--- src/design/scic_pkg.sv ---
// shared constants, types and the supply decode function of the smart-card interface control
package scic_pkg;

  // timing
  localparam int unsigned CLK_FREQ_KHZ  = 50000;
  localparam int unsigned DEBOUNCE_MS   = 8;
  localparam int unsigned DEBOUNCE_CYC  = DEBOUNCE_MS * CLK_FREQ_KHZ;
  localparam int unsigned SEQ_STEP_US   = 20;
  localparam int unsigned SEQ_STEP_CYC  = (SEQ_STEP_US * CLK_FREQ_KHZ + 999) / 1000;
  localparam int unsigned SEQ_W         = 12;

  // register map
  localparam int unsigned AXI_AW        = 8;
  localparam logic [7:0]  OFS_CTRL      = 8'h00;
  localparam logic [7:0]  OFS_STATUS    = 8'h04;
  localparam logic [7:0]  OFS_IRQ_STAT  = 8'h08;
  localparam logic [7:0]  OFS_IRQ_MASK  = 8'h0C;
  localparam logic [1:0]  RESP_OKAY     = 2'h0;
  localparam logic [1:0]  RESP_SLVERR   = 2'h2;

  localparam int unsigned CTRL_W        = 2;
  localparam int unsigned CTRL_CARD_PRESENT_IN_HI  = 0;
  localparam int unsigned CTRL_AUX_EN   = 1;
  localparam logic [1:0]  CTRL_RESET    = 2'h2;

  localparam int unsigned IRQ_W         = 5;
  localparam int unsigned IRQ_CARD_PRESENT_IN      = 0;
  localparam int unsigned IRQ_OCP       = 1;
  localparam int unsigned IRQ_OTP       = 2;
  localparam int unsigned IRQ_UVP       = 3;
  localparam int unsigned IRQ_AUTO      = 4;
  localparam logic [4:0]  IRQ_MASK_RST  = 5'h1F;
  localparam int unsigned STATUS_W      = 10;

  // synchroniser lanes
  localparam int unsigned NLINES        = 3;
  localparam int unsigned SY_ACT        = 0;
  localparam int unsigned SY_RST        = 1;
  localparam int unsigned SY_RSA        = 2;
  localparam int unsigned SY_RSB        = 3;
  localparam int unsigned SY_RANGE      = 4;
  localparam int unsigned SY_LEVEL      = 5;
  localparam int unsigned SY_CARD_PRESENT_IN_N     = 6;
  localparam int unsigned SY_CARD_PRESENT_IN       = 7;
  localparam int unsigned SY_OCP        = 8;
  localparam int unsigned SY_OTP        = 9;
  localparam int unsigned SY_UVP        = 10;
  localparam int unsigned SY_HOST       = 11;
  localparam int unsigned SY_CARD       = SY_HOST + NLINES;
  localparam int unsigned NSYNC         = SY_CARD + NLINES;

  typedef enum logic [1:0] {
    SUP_OFF = 2'h0,
    SUP_1V8 = 2'h1,
    SUP_3V  = 2'h2,
    SUP_5V  = 2'h3
  } scic_supply_e;

  typedef enum logic [3:0] {
    S_IDLE, S_PWR, S_IO, S_CLK, S_RUN, S_D_RST, S_D_CLK, S_D_IO, S_D_PWR
  } scic_state_e;

  typedef enum logic [2:0] {
    OWN_FREE, OWN_HOST, OWN_CARD, OWN_HOST_REL, OWN_CARD_REL
  } scic_own_e;

  function automatic scic_supply_e scic_supply_decode(input logic range_sel,
                                                      input logic level_sel);
    if (!range_sel)
      return level_sel ? SUP_5V : SUP_3V;
    return level_sel ? SUP_1V8 : SUP_3V;
  endfunction

endpackage

--- src/design/scic_debounce.sv ---
// insertion debounce for the card presence level
`timescale 1ns/1ps
module scic_debounce
  import scic_pkg::*;
#(
  parameter int unsigned CYC = DEBOUNCE_CYC
) (
  input  wire logic aclk,     // system clock
  input  wire logic aresetn,  // sync reset, active low
  input  wire logic raw,      // synchronised presence, high = present
  output logic      stable    // debounced presence
);
  localparam int unsigned W = $clog2(CYC + 1);

  typedef struct packed {
    logic [W-1:0] cnt;
    logic         stable;
  } scic_deb_s;

  scic_deb_s s_q;
  scic_deb_s s_d;

  always_comb begin
    s_d = s_q;
    // removal drops at once so deactivation of a pulled card starts without delay
    if (!raw) begin
      s_d.cnt    = '0;
      s_d.stable = 1'b0;
    end else if (!s_q.stable) begin
      if (s_q.cnt == W'(CYC - 1)) begin
        s_d.stable = 1'b1;
      end else begin
        s_d.cnt = s_q.cnt + W'(1);
      end
    end
  end

  always_ff @(posedge aclk) begin
    if (!aresetn) begin
      s_q <= '0;
    end else begin
      s_q <= s_d;
    end
  end

  assign stable = s_q.stable;
endmodule

--- src/design/scic_clkdiv.sv ---
// card clock divider fed by the sampled host clock
`timescale 1ns/1ps
module scic_clkdiv
  import scic_pkg::*;
(
  input  wire logic       aclk,           // system clock
  input  wire logic       aresetn,        // sync reset, active low
  input  wire logic       host_clock_in,  // host clock pin, asynchronous
  input  wire logic [1:0] ratio_sel,      // 0:1/1 1:1/2 2:1/4 3:1/8
  input  wire logic       run,            // clock wanted on the card
  output logic            card_clock_out  // divided card clock
);
  typedef struct packed {
    logic       s1;
    logic       s2;
    logic       s3;
    logic [1:0] cnt;
    logic [1:0] ratio;
    logic       on;
    logic       clk;
  } scic_div_s;

  scic_div_s s_q;
  scic_div_s s_d;

  function automatic logic [1:0] half_last(input logic [1:0] r);
    case (r)
      2'h1:    return 2'h0;
      2'h2:    return 2'h1;
      default: return 2'h3;
    endcase
  endfunction

  logic rise;
  logic boundary;

  always_comb begin
    s_d      = s_q;
    s_d.s1   = host_clock_in;
    s_d.s2   = s_q.s1;
    s_d.s3   = s_q.s2;
    rise     = s_q.s2 & ~s_q.s3;
    // ratio and gating change only where a low phase ends, so no runt pulse
    boundary = rise & ~s_q.clk & ((s_q.ratio == 2'h0) | (s_q.cnt == half_last(s_q.ratio)));
    if (boundary) begin
      s_d.ratio = ratio_sel;
      s_d.on    = run;
      s_d.cnt   = 2'h0;
      s_d.clk   = run;
    end else if (s_q.ratio == 2'h0) begin
      s_d.clk = s_q.on & s_q.s2;
    end else if (rise) begin
      if (s_q.cnt == half_last(s_q.ratio)) begin
        s_d.cnt = 2'h0;
        s_d.clk = s_q.on & ~s_q.clk;
      end else begin
        s_d.cnt = s_q.cnt + 2'h1;
      end
    end
  end

  always_ff @(posedge aclk) begin
    if (!aresetn) begin
      s_q <= '0;
    end else begin
      s_q <= s_d;
    end
  end

  assign card_clock_out = s_q.clk;
endmodule

--- src/design/scic_top.sv ---
// smart-card interface control: sequencer, line forwarding, faults and AXI4-Lite registers
//
// Contract
// - range low: level high 5 V, else 3 V
// - range high: level high 1.8 V, else 3 V
// - active-low presence input: low means present
// - active-high presence input: high means present
// - debounce insertion about 8 ms
// - card clock divided 1/1, 1/2, 1/4, 1/8
// - card clock pin carries divided host clock
// - card reset follows host reset
// - serial io forwarded both ways, idles high
// - two aux lines forwarded both ways, idle high
// - auto deactivation on overload, heat, removal, dropout
// - interrupt for presence changes and faults
// - sequencer orders activation and deactivation steps
// - falling command with card present starts activation
// - interrupt low on presence or overload
`timescale 1ns/1ps
module scic_top
  import scic_pkg::*;
#(
  parameter int unsigned DEBOUNCE_CYCLES = DEBOUNCE_CYC
) (
  input  wire logic              aclk,                 // system clock
  input  wire logic              aresetn,              // sync reset, active low
  input  wire logic [AXI_AW-1:0] s_axi_awaddr,         // write address
  input  wire logic              s_axi_awvalid,        // write address valid
  output logic                   s_axi_awready,        // write address ready
  input  wire logic [31:0]       s_axi_wdata,          // write data
  input  wire logic [3:0]        s_axi_wstrb,          // write byte strobes
  input  wire logic              s_axi_wvalid,         // write data valid
  output logic                   s_axi_wready,         // write data ready
  output logic [1:0]             s_axi_bresp,          // write response
  output logic                   s_axi_bvalid,         // write response valid
  input  wire logic              s_axi_bready,         // write response ready
  input  wire logic [AXI_AW-1:0] s_axi_araddr,         // read address
  input  wire logic              s_axi_arvalid,        // read address valid
  output logic                   s_axi_arready,        // read address ready
  output logic [31:0]            s_axi_rdata,          // read data
  output logic [1:0]             s_axi_rresp,          // read response
  output logic                   s_axi_rvalid,         // read data valid
  input  wire logic              s_axi_rready,         // read data ready
  input  wire logic              supply_range_select,  // supply range pin
  input  wire logic              supply_level_select,  // supply level pin
  input  wire logic              card_present_n_in,    // presence, low = present
  input  wire logic              card_present_in,      // presence, high = present
  input  wire logic              host_clock_in,        // host clock pin
  input  wire logic              clock_ratio_sel_a,    // ratio select, lsb
  input  wire logic              clock_ratio_sel_b,    // ratio select, msb
  input  wire logic              host_reset_in,        // host reset pin
  input  wire logic              activate_cmd_n,       // activation command, low = on
  input  wire logic              overcurrent_fault,    // supply overload flag
  input  wire logic              overtemp_fault,       // overtemperature flag
  input  wire logic              undervoltage_fault,   // supply dropout flag
  input  wire logic              host_io_i,            // host io level
  output logic                   host_io_o,            // host io drive value
  output logic                   host_io_oe,           // host io drive enable
  input  wire logic              host_aux_a_i,         // host aux a level
  output logic                   host_aux_a_o,         // host aux a drive value
  output logic                   host_aux_a_oe,        // host aux a drive enable
  input  wire logic              host_aux_b_i,         // host aux b level
  output logic                   host_aux_b_o,         // host aux b drive value
  output logic                   host_aux_b_oe,        // host aux b drive enable
  input  wire logic              card_serial_io_i,     // card io level
  output logic                   card_serial_io_o,     // card io drive value
  output logic                   card_serial_io_oe,    // card io drive enable
  input  wire logic              card_aux_line_a_i,    // card aux a level
  output logic                   card_aux_line_a_o,    // card aux a drive value
  output logic                   card_aux_line_a_oe,   // card aux a drive enable
  input  wire logic              card_aux_line_b_i,    // card aux b level
  output logic                   card_aux_line_b_o,    // card aux b drive value
  output logic                   card_aux_line_b_oe,   // card aux b drive enable
  output logic                   card_clock_out,       // card clock
  output logic                   card_reset_out,       // card reset
  output logic [1:0]             card_supply,          // supply level code, 0 = off
  output logic                   host_irq_n            // interrupt, active low
);
  typedef struct packed {
    logic [NSYNC-1:0]  sync1;
    logic [NSYNC-1:0]  sync2;
    logic              act_prev;
    logic              card_present_in_prev;
    logic [2:0]        fault_prev;
    scic_state_e       state;
    logic [SEQ_W-1:0]  timer;
    scic_supply_e      level;
    logic [CTRL_W-1:0] ctrl;
    logic [IRQ_W-1:0]  irq_stat;
    logic [IRQ_W-1:0]  irq_mask;
    scic_own_e [NLINES-1:0] own;
    logic              rst_out;
    logic              aw_got;
    logic [AXI_AW-1:0] awaddr;
    logic              w_got;
    logic [31:0]       wdata;
    logic [3:0]        wstrb;
    logic              bvalid;
    logic [1:0]        bresp;
    logic              rvalid;
    logic [31:0]       rdata;
    logic [1:0]        rresp;
  } scic_top_s;

  scic_top_s s_q;
  scic_top_s s_d;

  logic              present;
  logic              supply_on;
  logic              io_on;
  logic              clk_on;
  logic [2:0]        fault_now;
  logic              fault_any;
  logic              deact;
  logic              act_fall;
  logic [IRQ_W-1:0]  ev;
  logic [IRQ_W-1:0]  w1c;
  logic [NLINES-1:0] line_en;
  logic [NLINES-1:0] host_low;
  logic [NLINES-1:0] card_low;
  logic [STATUS_W-1:0] status;

  // sequencer phase decode shared by the outputs and the status word
  function automatic logic in_set(input scic_state_e st, input logic [8:0] mask);
    return mask[st];
  endfunction

  localparam logic [8:0] SET_SUPPLY = 9'h0FE;
  localparam logic [8:0] SET_IO     = 9'h07C;
  localparam logic [8:0] SET_CLK    = 9'h038;

  // synchronisers start at the pins' idle levels, so leaving reset raises no false event
  localparam logic [NSYNC-1:0] SYNC_IDLE =
    NSYNC'((((1 << (2 * NLINES)) - 1) << SY_HOST) | (1 << SY_CARD_PRESENT_IN_N) | (1 << SY_ACT));

  always_comb begin
    present  = 1'b0;
    present  = s_q.ctrl[CTRL_CARD_PRESENT_IN_HI] ? s_q.sync2[SY_CARD_PRESENT_IN]
                                      : ~s_q.sync2[SY_CARD_PRESENT_IN_N];
  end

  logic card_present_in_deb;

  scic_debounce #(
    .CYC (DEBOUNCE_CYCLES)
  ) u_debounce (
    .aclk    (aclk),
    .aresetn (aresetn),
    .raw     (present),
    .stable  (card_present_in_deb)
  );

  scic_clkdiv u_clkdiv (
    .aclk           (aclk),
    .aresetn        (aresetn),
    .host_clock_in  (host_clock_in),
    .ratio_sel      ({s_q.sync2[SY_RSB], s_q.sync2[SY_RSA]}),
    .run            (clk_on),
    .card_clock_out (card_clock_out)
  );

  assign supply_on = in_set(s_q.state, SET_SUPPLY);
  assign io_on     = in_set(s_q.state, SET_IO);
  assign clk_on    = in_set(s_q.state, SET_CLK);
  assign fault_now = {s_q.sync2[SY_UVP], s_q.sync2[SY_OTP], s_q.sync2[SY_OCP]};
  assign fault_any = |fault_now;
  assign act_fall  = s_q.act_prev & ~s_q.sync2[SY_ACT];
  assign deact     = s_q.sync2[SY_ACT] | fault_any | ~card_present_in_deb;
  assign status    = {fault_any, s_q.sync2[SY_RSB], s_q.sync2[SY_RSA], s_q.level,
                      s_q.rst_out, clk_on, io_on, supply_on, card_present_in_deb};

  always_comb begin
    for (int i = 0; i < NLINES; i++) begin
      host_low[i] = ~s_q.sync2[SY_HOST + i];
      card_low[i] = ~s_q.sync2[SY_CARD + i];
      line_en[i]  = io_on & ((i == 0) | s_q.ctrl[CTRL_AUX_EN]);
    end
  end

  always_comb begin
    s_d          = s_q;
    s_d.sync1    = {card_aux_line_b_i, card_aux_line_a_i, card_serial_io_i,
                    host_aux_b_i, host_aux_a_i, host_io_i,
                    undervoltage_fault, overtemp_fault, overcurrent_fault,
                    card_present_in, card_present_n_in,
                    supply_level_select, supply_range_select,
                    clock_ratio_sel_b, clock_ratio_sel_a,
                    host_reset_in, activate_cmd_n};
    s_d.sync2      = s_q.sync1;
    s_d.act_prev   = s_q.sync2[SY_ACT];
    s_d.card_present_in_prev  = card_present_in_deb;
    s_d.fault_prev = fault_now;
    ev             = '0;
    w1c            = '0;

    // events for the interrupt status
    ev[IRQ_CARD_PRESENT_IN] = card_present_in_deb ^ s_q.card_present_in_prev;
    ev[IRQ_OCP]  = fault_now[0] & ~s_q.fault_prev[0];
    ev[IRQ_OTP]  = fault_now[1] & ~s_q.fault_prev[1];
    ev[IRQ_UVP]  = fault_now[2] & ~s_q.fault_prev[2];

    // sequencer: each step waits one step time before the next
    unique case (s_q.state)
      S_IDLE: begin
        if (act_fall && card_present_in_deb && !fault_any) begin
          s_d.level = scic_supply_decode(s_q.sync2[SY_RANGE],
                                         s_q.sync2[SY_LEVEL]);
          s_d.state = S_PWR;
          s_d.timer = SEQ_W'(SEQ_STEP_CYC - 1);
        end
      end
      S_PWR, S_IO, S_CLK, S_RUN: begin
        if (deact) begin
          s_d.state = S_D_RST;
          s_d.timer = SEQ_W'(SEQ_STEP_CYC - 1);
          ev[IRQ_AUTO] = fault_any | ~card_present_in_deb;
        end else if (s_q.state != S_RUN) begin
          if (s_q.timer == '0) begin
            s_d.state = (s_q.state == S_PWR) ? S_IO :
                        (s_q.state == S_IO)  ? S_CLK : S_RUN;
            s_d.timer = SEQ_W'(SEQ_STEP_CYC - 1);
          end else begin
            s_d.timer = s_q.timer - SEQ_W'(1);
          end
        end
      end
      S_D_RST, S_D_CLK, S_D_IO, S_D_PWR: begin
        // a started deactivation always runs to the end
        if (s_q.timer == '0) begin
          s_d.state = (s_q.state == S_D_RST) ? S_D_CLK :
                      (s_q.state == S_D_CLK) ? S_D_IO  :
                      (s_q.state == S_D_IO)  ? S_D_PWR : S_IDLE;
          s_d.timer = SEQ_W'(SEQ_STEP_CYC - 1);
        end else begin
          s_d.timer = s_q.timer - SEQ_W'(1);
        end
      end
      default: begin
        s_d.state = S_IDLE;
      end
    endcase

    s_d.rst_out = (s_q.state == S_RUN) & ~deact & s_q.sync2[SY_RST];

    // line forwarding: first side to pull low owns the line until it lets go
    for (int i = 0; i < NLINES; i++) begin
      if (!line_en[i]) begin
        s_d.own[i] = OWN_HOST_REL;
      end else begin
        unique case (s_q.own[i])
          OWN_FREE: begin
            if (host_low[i]) begin
              s_d.own[i] = OWN_HOST;
            end else if (card_low[i]) begin
              s_d.own[i] = OWN_CARD;
            end
          end
          OWN_HOST: if (!host_low[i]) s_d.own[i] = OWN_HOST_REL;
          OWN_CARD: if (!card_low[i]) s_d.own[i] = OWN_CARD_REL;
          // wait for the pull-up on the far side, else our own drive echoes back
          OWN_HOST_REL: if (!card_low[i]) s_d.own[i] = OWN_FREE;
          OWN_CARD_REL: if (!host_low[i]) s_d.own[i] = OWN_FREE;
          default: s_d.own[i] = OWN_HOST_REL;
        endcase
      end
    end

    // AXI4-Lite write: address and data taken in either order
    if (s_axi_awvalid && s_axi_awready) begin
      s_d.aw_got = 1'b1;
      s_d.awaddr = s_axi_awaddr;
    end
    if (s_axi_wvalid && s_axi_wready) begin
      s_d.w_got = 1'b1;
      s_d.wdata = s_axi_wdata;
      s_d.wstrb = s_axi_wstrb;
    end
    if (s_q.bvalid && s_axi_bready) begin
      s_d.bvalid = 1'b0;
    end
    if (s_q.aw_got && s_q.w_got && !s_q.bvalid) begin
      s_d.aw_got = 1'b0;
      s_d.w_got  = 1'b0;
      s_d.bvalid = 1'b1;
      s_d.bresp  = RESP_OKAY;
      unique case ({s_q.awaddr[AXI_AW-1:2], 2'h0})
        OFS_CTRL: if (s_q.wstrb[0]) s_d.ctrl = s_q.wdata[CTRL_W-1:0];
        OFS_STATUS: ;
        OFS_IRQ_STAT: if (s_q.wstrb[0]) w1c = s_q.wdata[IRQ_W-1:0];
        OFS_IRQ_MASK: if (s_q.wstrb[0]) s_d.irq_mask = s_q.wdata[IRQ_W-1:0];
        default: s_d.bresp = RESP_SLVERR;
      endcase
    end
    // a new event beats a clear in the same cycle
    s_d.irq_stat = (s_q.irq_stat & ~w1c) | ev;

    // AXI4-Lite read
    if (s_q.rvalid && s_axi_rready) begin
      s_d.rvalid = 1'b0;
    end
    if (s_axi_arvalid && s_axi_arready) begin
      s_d.rvalid = 1'b1;
      s_d.rresp  = RESP_OKAY;
      unique case ({s_axi_araddr[AXI_AW-1:2], 2'h0})
        OFS_CTRL:     s_d.rdata = 32'(s_q.ctrl);
        OFS_STATUS:   s_d.rdata = 32'(status);
        OFS_IRQ_STAT: s_d.rdata = 32'(s_q.irq_stat);
        OFS_IRQ_MASK: s_d.rdata = 32'(s_q.irq_mask);
        default: begin
          s_d.rdata = 32'h0000_0000;
          s_d.rresp = RESP_SLVERR;
        end
      endcase
    end
  end

  always_ff @(posedge aclk) begin
    if (!aresetn) begin
      s_q          <= '0;
      s_q.sync1    <= SYNC_IDLE;
      s_q.sync2    <= SYNC_IDLE;
      s_q.act_prev <= 1'b1;
      s_q.state    <= S_IDLE;
      s_q.level    <= SUP_OFF;
      s_q.ctrl     <= CTRL_RESET;
      s_q.irq_mask <= IRQ_MASK_RST;
      s_q.own      <= '{default: OWN_HOST_REL};
    end else begin
      s_q <= s_d;
    end
  end

  assign s_axi_awready = ~s_q.aw_got & ~s_q.bvalid;
  assign s_axi_wready  = ~s_q.w_got & ~s_q.bvalid;
  assign s_axi_bvalid  = s_q.bvalid;
  assign s_axi_bresp   = s_q.bresp;
  assign s_axi_arready = ~s_q.rvalid;
  assign s_axi_rvalid  = s_q.rvalid;
  assign s_axi_rdata   = s_q.rdata;
  assign s_axi_rresp   = s_q.rresp;

  assign host_irq_n     = ~|(s_q.irq_stat & s_q.irq_mask);
  assign card_reset_out = s_q.rst_out;
  assign card_supply    = supply_on ? s_q.level : SUP_OFF;

  // open-drain style: a side is only ever pulled low, pull-ups give the high
  assign card_serial_io_o   = 1'b0;
  assign card_aux_line_a_o  = 1'b0;
  assign card_aux_line_b_o  = 1'b0;
  assign host_io_o          = 1'b0;
  assign host_aux_a_o       = 1'b0;
  assign host_aux_b_o       = 1'b0;
  assign card_serial_io_oe  = (s_q.own[0] == OWN_HOST) | ~line_en[0];
  assign card_aux_line_a_oe = (s_q.own[1] == OWN_HOST) | ~line_en[1];
  assign card_aux_line_b_oe = (s_q.own[2] == OWN_HOST) | ~line_en[2];
  assign host_io_oe         = (s_q.own[0] == OWN_CARD);
  assign host_aux_a_oe      = (s_q.own[1] == OWN_CARD);
  assign host_aux_b_oe      = (s_q.own[2] == OWN_CARD);
endmodule

--- config.mk ---
export PLATFORM = sky130hd
export DESIGN_NAME = scic_top
export DESIGN_NICKNAME = d
export VERILOG_FILES = /design/src/design/scic_pkg.sv /design/src/design/scic_debounce.sv /design/src/design/scic_clkdiv.sv /design/src/design/scic_top.sv
export SDC_FILE = /design/constraint.sdc
export NUM_CORES = 1
export LEC_CHECK = 0
export BUFFER_PORTS_ARGS = -buffer_cell sky130_fd_sc_hd__buf_2
export CAP_MARGIN = 10
export CORE_MARGIN = 4
export CORE_UTILIZATION = 57
export DETAILED_ROUTE_END_ITERATION = 10
export PLACE_DENSITY = 0.82
export SKIP_CTS_REPAIR_TIMING = 1
export SLEW_MARGIN = 10
export SYNTH_ARGS = -nofsm -noshare
export SYNTH_HDL_FRONTEND = slang
export SYNTH_HIERARCHICAL = 1
export SYNTH_SLANG_ARGS = --single-unit
--- constraint.sdc ---
create_clock -name aclk -period 5.8 [get_ports aclk]
set_clock_uncertainty 0.2 [all_clocks]
set_input_delay 0.58 -clock aclk [delete_from_list [all_inputs] [get_ports aclk]]
set_output_delay 0.58 -clock aclk [all_outputs]
set_load 0.01 [all_outputs]
==> results.ini <==
[die]
start_util_pct = 59.1
boundaryPins = 135
fp-row-count = 37
dieWidth_um = 112
core_area_um2 = 10400
fp.dieH_um = 112
dieArea_um2 = 12500

[critical_path]
cp_data_required_time_ps = 5990
cp_top_family = simple AND/OR/NAND/NOR gates
max_stage_delay_ps = 820
startpoint_type = flip-flop
crit_chain = inv_1 -> ha_1 -> nor4b_1 -> nand4_1 -> a2111o_1 -> a211oi_1 -> o22ai_1
worst_setup_path_end_kind = flip-flop
path_class = reg -> reg
path_buf_inv = 1
rr_worst_depth = 7
cp.depth = 7
r2r_slack_ps = 2790
critPathMaxFanout = 6
crit_slowest_cell = nor4b_1
cp.arrival_ps = 3190
rr_endpoint = io_on
r2r_start = s_q[108]

[cts]
htreeDepth = 4
cts_buffer_depth = 2
clk_latency_ps = 520
clk_pin_slew_ps = 60
cts_tree = built
cts_sinks = 139
cts_root_buf = clkbuf_8
cts_buffers = 17

[sta]
final.min_clock_period_ps = 3010
whs_ps = 39.7
rsz0062_at_grt = no
max_slew_margin_pct = 33.5
finalCritPeriodShare_pct = 51.8
finalMaxSlewViolations = 0
worst_pin_slew_ps = 983
timing.final.ws_setup_ps = 2790
clock.fmax_mhz = 333
setup-violations-final = 0
tns_ps = 0
finalHoldViolations = 0

[logic_synthesis]
netlist_area_um2 = 6150
async_flop_share_pct = 0
syn_avg_cell_area_um2 = 9.08
synth_top_area_cell = dfxtp_1
synthCells = 678
yosysTopAreaCellShare_pct = 45.2
synth-edff-count = 0
ys_seq_area_share_pct = 45.2
synthFlopType = dfxtp_1
yosysWarnings = 6
synth.area.top_cells = dfxtp_1, buf_4, mux2i_1
synth-seq-cells = 139
ys_types = 78

[power]
peakVddDrop_v = 0.000185
powerDensity_nw_per_um2 = 345
p_leak_uw = 0.00287
power.total_uw = 2410

[min_path]
hold_depth = 2
min-delay-path-class = in -> reg
min_from = host_aux_b_i
holdPathEnd = s_d[142]

[layout]
fillers = 802
syn_to_final_growth_pct = 13.4
drive_above_1_share_pct = 17.3
seq_area_um2 = 2780
multiInputGateArea_um2 = 2970
fin_area_um2 = 6980
diodes = 0
nNetsFinal = 813

[route]
ant_nets = 0
vias_per_cell = 5.60
drt-total-wl_um = 12700
vias = 4934
first_pass_iters = 5
drt_first_iter_violations = 459
avgRoutedWirePerCell_um = 14.5
drc = 0

[global_route]
gr-usage-all-layers_pct = 20.8
overflow = 0
antenna_found_initial = 0
grt_pass1_vias = 4741
grt_max_degree = 72
grt_pass1_wl_um = 21700

[placement]
gp_congestion = 0.822
dpl_worst_slack_ps = 2880
hpwl_um = 8890
io_buffers = 70
placed_area_um2 = 6390

[status]
status = finished, final reports clean

[job]
cap_viol_max_count = 0

## cells by family after synthesis
| group | Yosys count | share of synthesized area (%) |
|---|---|---|
| AND/OR/NAND/NOR | 266 | 23.3 |
| adder cells (fa/ha/maj) | 4 | 0.813 |
| other | 1 | 0.0609 |
| AO/OA/AOI/OAI | 127 | 13.8 |
| XOR/XNOR | 17 | 2.66 |
| multiplexers | 33 | 5.88 |
| flip-flops | 139 | 45.2 |
| buffers and inverters | 91 | 8.23 |
## synth_stat cells, types with 18 or more instances
cell	count
a21oi_1	35
and2_1	32
buf_4	42
clkbuf_1	22
dfxtp_1	139
inv_1	25
mux2i_1	26
nand2_1	38
nand2b_1	22
nor2_1	69
nor3_1	26
o21ai_0	18
## power breakdown
part,internal [uW],leakage [uW],switching (uW)
registers,1010,0.00114,55.1
clock network,678,0.000282,394
logic,114,0.00145,162
## sequential cells by signal, summed over array words and instances, names as in the netlist, 2 cells and up
signal	count
s_axi_rdata	10
s_q	71
s_d	18
u_debounce/s_q	19
u_clkdiv/s_d	2
fault_now	3
u_clkdiv/s_q	6
## area by class of cell
type	count	share of cell area, %
sequential	139	39.9
inverter	25	1.34
multi-input combinational	477	42.6
clock buffer	22	6.49
tap	136	2.44
clock inverter	10	2.01
timing repair buffer	72	5.23
## worst max path at each step
stage,endpoint,slack (ps),startpoint
after floorplan,s_q[111],3290,s_q[108]
after global placement,s_q[111],2990,s_q[108]
after detailed placement,s_q[112],2880,s_q[108]
after CTS,io_on,2850,s_q[108]
after global routing,io_on,2520,s_q[108]
final,io_on,2790,s_q[108]
## layer usage
metal | vias up | GRT usage, % | routed length, um
met5 | - | 0 | 0
met4 | 0 | 6.33 | 126
met3 | 15 | 5.98 | 852
li1 | 2416 | - | -
met1 | 2327 | 25.6 | 5460
met2 | 176 | 35.4 | 6290
## through the flow
stage | utilization, % | cells
final | 67.0 | 881
after global routing | 67.0 | 881
after CTS | 67.0 | 881
after detailed placement | 61.3 | 849
after global placement | 61.3 | 849
after floorplan | - | 707
## placed cells by master (no fill, tap or decap), types with 3 or more instances in the layout
cell	n
and3_1	12
nand2b_1	22
o21a_1	6
clkbuf_8	3
nor2_1	69
and2_1	32
ha_1	4
a22oi_1	9
nor4_1	8
nor2b_1	9
bufinv_16	3
a211oi_1	13
clkbuf_16	16
clkbuf_1	3
mux2_2	5
a21oi_1	35
xor2_1	3
inv_1	25
a21boi_0	5
nor3_1	26
dfxtp_1	139
a31oi_1	4
xnor2_1	12
nand3_1	14
a221oi_1	3
o22ai_1	5
buf_2	70
clkinvlp_4	3
conb_1	30
mux2i_1	26
o21ai_0	18
nand2_1	38
nand4_1	6
or3_1	5
No activity file was read; power rests on OpenSTA's default activity.
